<file path="src/verilog/tsc_consts.vh">
// Summary of operation
// - Overflow flag sets when the counter passes the modulo value in up counting, or leaves zero counting down in up-down counting.
// - Flag clears only after a read with flag set, then writing zero.
// - Writing one to the overflow flag leaves it unchanged but cancels a pending clear.
// - Overflow between qualifying read and clearing write cancels the clear.
// - Bit 6 enables the overflow interrupt while the flag is set.
// - Bit 5 selects up counting or up-down counting.
// - Mode, clock source and prescale bits writable only with protect disabled.
// - Clock source 00 selects no clock; counter stops.
// - Source 01 is system clock halved, or undivided with extended features.
// - Source 10 is the fixed frequency clock, 11 the external clock.
// - Prescale divides the selected clock by two to the field value.
// - New prescale takes effect one system clock after the register update.
// - Any write to the status register restarts counter read coherency.
`ifndef TSC_CONSTS_VH
`define TSC_CONSTS_VH
// ----------------------------------------
// Register offsets (byte addresses)
// ----------------------------------------
`define TSC_ADDR_SC 12'h000
`define TSC_ADDR_CFG 12'h004
`define TSC_ADDR_CNT 12'h008
`define TSC_ADDR_MOD 12'h00C
`define TSC_ADDR_IST 12'h010
`define TSC_ADDR_IMSK 12'h014
// ----------------------------------------
// Field positions
// ----------------------------------------
`define TSC_SC_TOF 7
`define TSC_SC_OVERFLOW_IRQ_ENABLE 6
`define TSC_SC_CENTER_PWM_SELECT 5
`define TSC_SC_CLOCK_SOURCE_SELECT_HI 4
`define TSC_SC_CLOCK_SOURCE_SELECT_LO 3
`define TSC_SC_PS_HI 2
`define TSC_SC_PS_LO 0
`define TSC_CFG_WRITE_PROTECT_DISABLE 0
`define TSC_CFG_FEN 1
`define TSC_IST_OVF 0
// ----------------------------------------
// Reset values and codes
// ----------------------------------------
`define TSC_SC_RESET 8'h00
`define TSC_CFG_RESET 2'h0
`define TSC_CLK_NONE 2'h0
`define TSC_CLK_SYS 2'h1
`define TSC_CLK_FIX 2'h2
`define TSC_CLK_EXT 2'h3
`endif

</file>
<file path="src/verilog/tsc_clk_sel.v">
`include "tsc_consts.vh"
module tsc_clk_sel (
  // Clock and reset
  input wire pclk,
  input wire presetn,
  // Selection
  input wire [1:0] clk_src,
  input wire ext_features,
  // Source ticks
  input wire fixed_tick,
  input wire ext_tick,
  // Result
  output reg src_tick
);
  reg half_r;

  // ----------------------------------------
  // Source multiplexer
  // ----------------------------------------
  // Half-rate toggle for the halved system clock
  always @(posedge pclk or negedge presetn) begin
    if (!presetn) begin
      half_r <= 1'b0;
    end else begin
      half_r <= ~half_r;
    end
  end

  always @* begin
    case (clk_src)
      `TSC_CLK_NONE: src_tick = 1'b0;
      `TSC_CLK_SYS: src_tick = ext_features ? 1'b1 : half_r;
      `TSC_CLK_FIX: src_tick = fixed_tick;
      `TSC_CLK_EXT: src_tick = ext_tick;
      default: src_tick = 1'b0;
    endcase
  end
endmodule

</file>
<file path="src/verilog/tsc_prescaler.v">
`include "tsc_consts.vh"
module tsc_prescaler (
  // Clock and reset
  input wire pclk,
  input wire presetn,
  // Control
  input wire [2:0] ps,
  input wire src_tick,
  // Result
  output wire cnt_tick
);
  reg [6:0] div_r;
  reg [2:0] ps_r;
  wire [6:0] mask;

  // ----------------------------------------
  // Power-of-two divider
  // ----------------------------------------
  // Field is sampled one cycle late so a new value acts on the next clock
  always @(posedge pclk or negedge presetn) begin
    if (!presetn) begin
      ps_r <= 3'h0;
      div_r <= 7'h00;
    end else begin
      ps_r <= ps;
      if (src_tick) begin
        div_r <= cnt_tick ? 7'h00 : div_r + 7'h01;
      end
    end
  end

  assign mask = (7'h01 << ps_r) - 7'h01;
  assign cnt_tick = src_tick && ((div_r & mask) == mask);
endmodule

</file>
<file path="src/verilog/tsc_top.v">
`include "tsc_consts.vh"
module tsc_top (
  // APB
  input wire pclk,
  input wire presetn,
  input wire psel,
  input wire penable,
  input wire pwrite,
  input wire [11:0] paddr,
  input wire [31:0] pwdata,
  output reg [31:0] prdata,
  output reg pready,
  output reg pslverr,
  // Clock source ticks
  input wire fixed_tick,
  input wire ext_tick,
  // Timer outputs
  output reg ovf_irq,
  output reg irq,
  output reg up_down_mode,
  output reg coherency_restart
);
  reg tof_r;
  reg overflow_irq_enable_r;
  reg center_pwm_select_r;
  reg [1:0] clock_source_select_r;
  reg [2:0] ps_r;
  reg write_protect_disable_r;
  reg fen_r;
  reg [15:0] cnt_r;
  reg [15:0] mod_r;
  reg dir_down_r;
  reg armed_r;
  reg ist_r;
  reg imsk_r;
  reg [31:0] rd_nxt;
  reg err_nxt;
  wire src_tick;
  wire cnt_tick;
  wire acc;
  wire wr;
  wire rd;
  wire ovf;
  wire [7:0] sc_val;

  // ----------------------------------------
  // Clock source and prescaler
  // ----------------------------------------
  tsc_clk_sel u_sel (
    .pclk(pclk),
    .presetn(presetn),
    .clk_src(clock_source_select_r),
    .ext_features(fen_r),
    .fixed_tick(fixed_tick),
    .ext_tick(ext_tick),
    .src_tick(src_tick)
  );

  tsc_prescaler u_ps (
    .pclk(pclk),
    .presetn(presetn),
    .ps(ps_r),
    .src_tick(src_tick),
    .cnt_tick(cnt_tick)
  );

  // ----------------------------------------
  // Bus decode
  // ----------------------------------------
  // Zero wait state: pready held high, access completes in one phase
  assign acc = psel && penable;
  assign wr = acc && pwrite;
  assign rd = acc && !pwrite;
  assign sc_val = {tof_r, overflow_irq_enable_r, center_pwm_select_r, clock_source_select_r, ps_r};

  // ----------------------------------------
  // Counter
  // ----------------------------------------
  // Overflow event when the counter passes the modulo value counting up, or leaves zero counting down in up-down mode
  assign ovf = cnt_tick &&
    (center_pwm_select_r ? (dir_down_r && cnt_r == 16'h0000) : (cnt_r == mod_r));

  always @(posedge pclk or negedge presetn) begin
    if (!presetn) begin
      cnt_r <= 16'h0000;
      dir_down_r <= 1'b0;
    end else if (wr && paddr == `TSC_ADDR_CNT) begin
      cnt_r <= 16'h0000;
      dir_down_r <= 1'b0;
    end else if (cnt_tick) begin
      if (!center_pwm_select_r) begin
        cnt_r <= (cnt_r == mod_r) ? 16'h0000 : cnt_r + 16'h0001;
        dir_down_r <= 1'b0;
      end else if (!dir_down_r) begin
        if (cnt_r >= mod_r) begin
          dir_down_r <= 1'b1;
          cnt_r <= cnt_r - 16'h0001;
        end else begin
          cnt_r <= cnt_r + 16'h0001;
        end
      end else begin
        if (cnt_r == 16'h0000) begin
          dir_down_r <= 1'b0;
          cnt_r <= 16'h0001;
        end else begin
          cnt_r <= cnt_r - 16'h0001;
        end
      end
    end
  end

  // ----------------------------------------
  // Status and control register
  // ----------------------------------------
  // A read with the flag set arms the clear; a new overflow disarms it
  always @(posedge pclk or negedge presetn) begin
    if (!presetn) begin
      tof_r <= 1'b0;
      overflow_irq_enable_r <= 1'b0;
      center_pwm_select_r <= 1'b0;
      clock_source_select_r <= `TSC_CLK_NONE;
      ps_r <= 3'h0;
      armed_r <= 1'b0;
      write_protect_disable_r <= 1'b0;
      fen_r <= 1'b0;
      mod_r <= 16'hFFFF;
    end else begin
      if (ovf) begin
        tof_r <= 1'b1;
        armed_r <= 1'b0;
      end else if (rd && paddr == `TSC_ADDR_SC && tof_r) begin
        armed_r <= 1'b1;
      end else if (wr && paddr == `TSC_ADDR_SC) begin
        // Writing one leaves the flag alone; zero clears only when armed
        if (!pwdata[`TSC_SC_TOF] && armed_r) begin
          tof_r <= 1'b0;
        end
        armed_r <= 1'b0;
      end
      if (wr && paddr == `TSC_ADDR_SC) begin
        overflow_irq_enable_r <= pwdata[`TSC_SC_OVERFLOW_IRQ_ENABLE];
        if (write_protect_disable_r) begin
          center_pwm_select_r <= pwdata[`TSC_SC_CENTER_PWM_SELECT];
          clock_source_select_r <= pwdata[`TSC_SC_CLOCK_SOURCE_SELECT_HI:`TSC_SC_CLOCK_SOURCE_SELECT_LO];
          ps_r <= pwdata[`TSC_SC_PS_HI:`TSC_SC_PS_LO];
        end
      end
      if (wr && paddr == `TSC_ADDR_CFG) begin
        write_protect_disable_r <= pwdata[`TSC_CFG_WRITE_PROTECT_DISABLE];
        fen_r <= pwdata[`TSC_CFG_FEN];
      end
      if (wr && paddr == `TSC_ADDR_MOD) begin
        mod_r <= pwdata[15:0];
      end
    end
  end

  // ----------------------------------------
  // Interrupt status and mask
  // ----------------------------------------
  // Set wins over a write-one clear in the same cycle
  always @(posedge pclk or negedge presetn) begin
    if (!presetn) begin
      ist_r <= 1'b0;
      imsk_r <= 1'b0;
    end else begin
      if (ovf) begin
        ist_r <= 1'b1;
      end else if (wr && paddr == `TSC_ADDR_IST && pwdata[`TSC_IST_OVF]) begin
        ist_r <= 1'b0;
      end
      if (wr && paddr == `TSC_ADDR_IMSK) begin
        imsk_r <= pwdata[`TSC_IST_OVF];
      end
    end
  end

  // ----------------------------------------
  // Read mux
  // ----------------------------------------
  always @* begin
    rd_nxt = 32'h00000000;
    err_nxt = 1'b0;
    case (paddr)
      `TSC_ADDR_SC: rd_nxt = {24'h000000, sc_val};
      `TSC_ADDR_CFG: rd_nxt = {30'h00000000, fen_r, write_protect_disable_r};
      `TSC_ADDR_CNT: rd_nxt = {16'h0000, cnt_r};
      `TSC_ADDR_MOD: rd_nxt = {16'h0000, mod_r};
      `TSC_ADDR_IST: rd_nxt = {31'h00000000, ist_r};
      `TSC_ADDR_IMSK: rd_nxt = {31'h00000000, imsk_r};
      default: err_nxt = 1'b1;
    endcase
  end

  // ----------------------------------------
  // Registered outputs
  // ----------------------------------------
  // Outputs lag their sources by one cycle, kept registered for timing
  always @(posedge pclk or negedge presetn) begin
    if (!presetn) begin
      prdata <= 32'h00000000;
      pready <= 1'b0;
      pslverr <= 1'b0;
      ovf_irq <= 1'b0;
      irq <= 1'b0;
      up_down_mode <= 1'b0;
      coherency_restart <= 1'b0;
    end else begin
      pready <= 1'b1;
      prdata <= (psel && !penable && !pwrite) ? rd_nxt : prdata;
      pslverr <= psel && !penable && err_nxt;
      ovf_irq <= tof_r && overflow_irq_enable_r;
      irq <= ist_r && imsk_r;
      up_down_mode <= center_pwm_select_r;
      coherency_restart <= wr && paddr == `TSC_ADDR_SC;
    end
  end
endmodule

</file>
<file path="config.mk">
export PLATFORM = sky130hd
export DESIGN_NAME = tsc_top
export DESIGN_NICKNAME = d
export VERILOG_FILES = /design/src/verilog/tsc_clk_sel.v /design/src/verilog/tsc_prescaler.v /design/src/verilog/tsc_top.v
export VERILOG_INCLUDE_DIRS = /design/src /design/src/verilog
export SDC_FILE = /design/constraint.sdc
export NUM_CORES = 1
export LEC_CHECK = 0
export BUFFER_PORTS_ARGS = -buffer_cell sky130_fd_sc_hd__clkbuf_2
export CORE_UTILIZATION = 35
export DETAILED_ROUTE_END_ITERATION = 7
export HOLD_SLACK_MARGIN = 0.06
export PLACE_DENSITY = 0.52
export SLEW_MARGIN = 20
export SYNTH_ARGS = -nofsm -noshare
export SYNTH_HDL_FRONTEND = slang
export SYNTH_HIERARCHICAL = 1
export SYNTH_SLANG_ARGS = --single-unit
export TNS_END_PERCENT = 10
</file>
<file path="constraint.sdc">
create_clock -name pclk -period 3 [get_ports pclk]
set_input_delay 0.45 -clock pclk [delete_from_list [all_inputs] [get_ports pclk]]
set_output_delay 0.45 -clock pclk [all_outputs]
set_load 0.01 [all_outputs]
</file>
==> qor.csv <==
stage;metric;value;unit
place;gp_congestion;0.840;
die;chipWidth;117;um
layout;final_core_util;0.422;
yosys;synthFlopType;dfrtp_1;
cts;cts_tree;yes;
place;placed_cell_area;5050;um^2
global_route;overflow;0;
drt;drt_iter0_drc;268;
drt;drtAntennaViolNets;0;
yosys;synthCells;474;
timing;worstMarginPinSlew;841;ps
layout;final_design_area_no_fill;5390;um^2
cts;cts_buffer_depth;2;
yosys;yosysTopAreaCell;dfrtp_1;
cts;clock_latency;340;ps
drt;via_per_inst;5.17;
setup_path;crit_fanout;8;
job;drv_cap;0;
global_route;track_usage;0.176;
yosys;netlist_area;4630;um^2
timing;rsz0062_at_grt;false;
timing;timing.setup.tns;0;ps
setup_path;worstSetupPathType;reg -> reg;
drt;drc;0;
outcome;outcome;completed;
yosys;synth-edff-count;0;
cts;numClockSinks;79;
setup_path;crit_required;3230;ps
yosys;synth_top_area_frac;0.340;
die;rows;41;
global_route;grt_max_degree;80;
setup_path;path_cells;or2b_1 -> a32o_1 -> inv_1 -> a311oi_1 -> and4b_1 -> buf_4 -> inv_1 -> o21ai_0 -> buf_4 -> o21ai_0 -> a21o_1;
power_and_ir_drop;ir_drop;0.233;mV
drt;num_vias;3671;
yosys;synth_mux_area_frac;0.123;
layout;drive_gt1_frac;0.249;
die;boundaryPins;89;
layout;nNetsFinal;604;
drt;wl_per_cell;15.6;um
cts;clk_pin_slew;60;ps
yosys;synthTopCellsByArea;dfrtp_1 34%, dfstp_2 9.1%, ha_1 5.4%;
setup_path;cp_data_arrival_time;2820;ps
yosys;synth-xor-area-share;0.0132;
timing;period_minus_slack;2590;ps
die;core_area;12800;um^2
timing;relSlewSlack;0.440;
cts;cts_resized;0;
cts;clock_tree.root_cell;clkbuf_16;
yosys;synth_top_family_by_area;simple AND/OR/NAND/NOR gates;
cts;cts_setup_buffers;0;
yosys;synthSimpleGateAreaFrac;0.184;
timing;final-hold-violation-count;0;
yosys;synth_area_per_cell;9.78;um^2
power_and_ir_drop;powerDensity;439;nW/um^2
setup_path;crit_slowest_cell;dfrtp_1;
global_route;antenna_found_initial;0;
yosys;async_flop_share;1.00;
timing;max_freq;0.386;GHz
yosys;yosysUniqueCellTypes;58;
cts;ctsHoldBuffers;0;
global_route;grt_pass1_vias;3518;
die;start_util;0.363;
timing;finClkSkew;6.76;ps
setup_path;ff2ff_path_depth;11;
setup_path;max_stage_delay;410;ps
cts;cts_buffers;9;
yosys;yosysSeqAreaShare;0.431;
cts;cts_max_level;3;
layout;synthToLayoutAreaGrowth;16.3;%
die;die_area;13700;um^2
yosys;yosysMostFrequentCell;dfrtp_1;
yosys;synth-compound-area-share;0.117;
yosys;netlist_top_cells_count;63 x dfrtp_1, 54 x nand2_1, 30 x nor2_1;
power_and_ir_drop;p_leak;0.00252;uW
drt;wirelength;11100;um
timing;finalSetupViolations;0;
drt;drt-pass1-iter-count;5;
timing;fin_crit_sh;0.863;
worst_hold_path;hold_class;in -> async;
setup_path;worst_setup_path_end_kind;register;
global_route;grt_pass1_wl;18100;um
layout;diodes;0;
yosys;yosysWarnings;6;
timing;whs;134;ps
setup_path;cp-start-kind;register;
timing;finalMaxSlewViolations;0;
yosys;synthAdderAreaFrac;0.0540;
place;dp_hpwl;8250;um
yosys;synth_seq_cells;79;
die;die_h;117;um
place;io_buffers;56;
layer usage:
| metal | global-route usage | wire length [um] | vias up |
|---|---|---|---|
| li1 | - | - | 1764 |
| met1 | 0.243 | 5430 | 1804 |
| met2 | 0.270 | 5000 | 89 |
| met3 | 0.0299 | 456 | 14 |
| met4 | 0.0768 | 181 | 0 |
| met5 | 0 | 0 | - |
metrics by stage:
stage | setup slack, ps | cells | total power, uW
after CTS | 432 | 710 | 2390
after detailed placement | 395 | 694 | 1170
after global routing | 254 | 710 | 2460
final | 411 | 710 | 2370
after global placement | 437 | 694 | 1170
after floorplan | 526 | 489 | 1130
report_power, final:
| part | switching, uW | total [uW] | internal (uW) |
|---|---|---|---|
| registers | 0.806 | 1070 | 1070 |
| clock network | 444 | 1220 | 774 |
| logic | 53.9 | 77.8 | 23.9 |
kinds of logic after synthesis:
family | count (synthesis)
other cells | 2
fa+ha+maj | 20
buf+inv | 66
simple gates | 165
mux | 51
flops | 79
compound gates | 84
xor+xnor | 7
flip-flops by register name, indices dropped and copies added (netlist names), 2 cells and up:
register,cells
clock_source_select_r,2
u_ps/div_r,7
prdata,16
u_ps/ps_r,3
mod_r,16
ps_r,3
cnt_r,16
worst max-delay path, delay by kind of cell, from the launching register on:
family	cells	cell delay, ps
compound gates	5	1010
buf+inv	4	580
flops	1	410
simple gates	2	480
worst paths after layout:
path / startpoint / to / slack [ps]
worst max register to register: clock_source_select_r[1]$_DFFE_PN0P_ / cnt_r[10]$_DFFE_PN0P_ / 410
max in group asynchronous: presetn / overflow_irq_enable_r$_DFFE_PN0P_ / 2350
min in group pclk: pwdata[13] / mod_r[13]$_DFFE_PN1P_ / 330
worst max-delay path: clock_source_select_r[1]$_DFFE_PN0P_ / cnt_r[10]$_DFFE_PN0P_ / 410
worst min-delay path: presetn / u_ps/div_r[5]$_DFFE_PN0P_ / 130
worst min register to register: ps_r[1]$_DFFE_PN0P_ / u_ps/ps_r[1]$_DFF_PN0_ / 410
cells in the final DEF, fill, tap and decap left out, types with 16 or more instances in the layout:
| master | instances |
|---|---|
| dfrtp_1 | 63 |
| clkbuf_2 | 55 |
| nand2_1 | 54 |
| nor2_1 | 30 |
| inv_1 | 27 |
| o21ai_0 | 26 |
| mux2i_1 | 23 |
| ha_1 | 20 |
| conb_1 | 17 |
| dfstp_2 | 16 |
cell type report:
class                           instances  area, um^2
Inverter                               28         106
Tap cell                              172         215
Clock inverter                          5        78.8
Clock buffer                           11         253
Fill cell                            1253        7390
Sequential cell                        79        2000
Timing Repair Buffer                   71         399
Multi-Input combinational cell        344        2340
(Power assumes the default switching activity.)
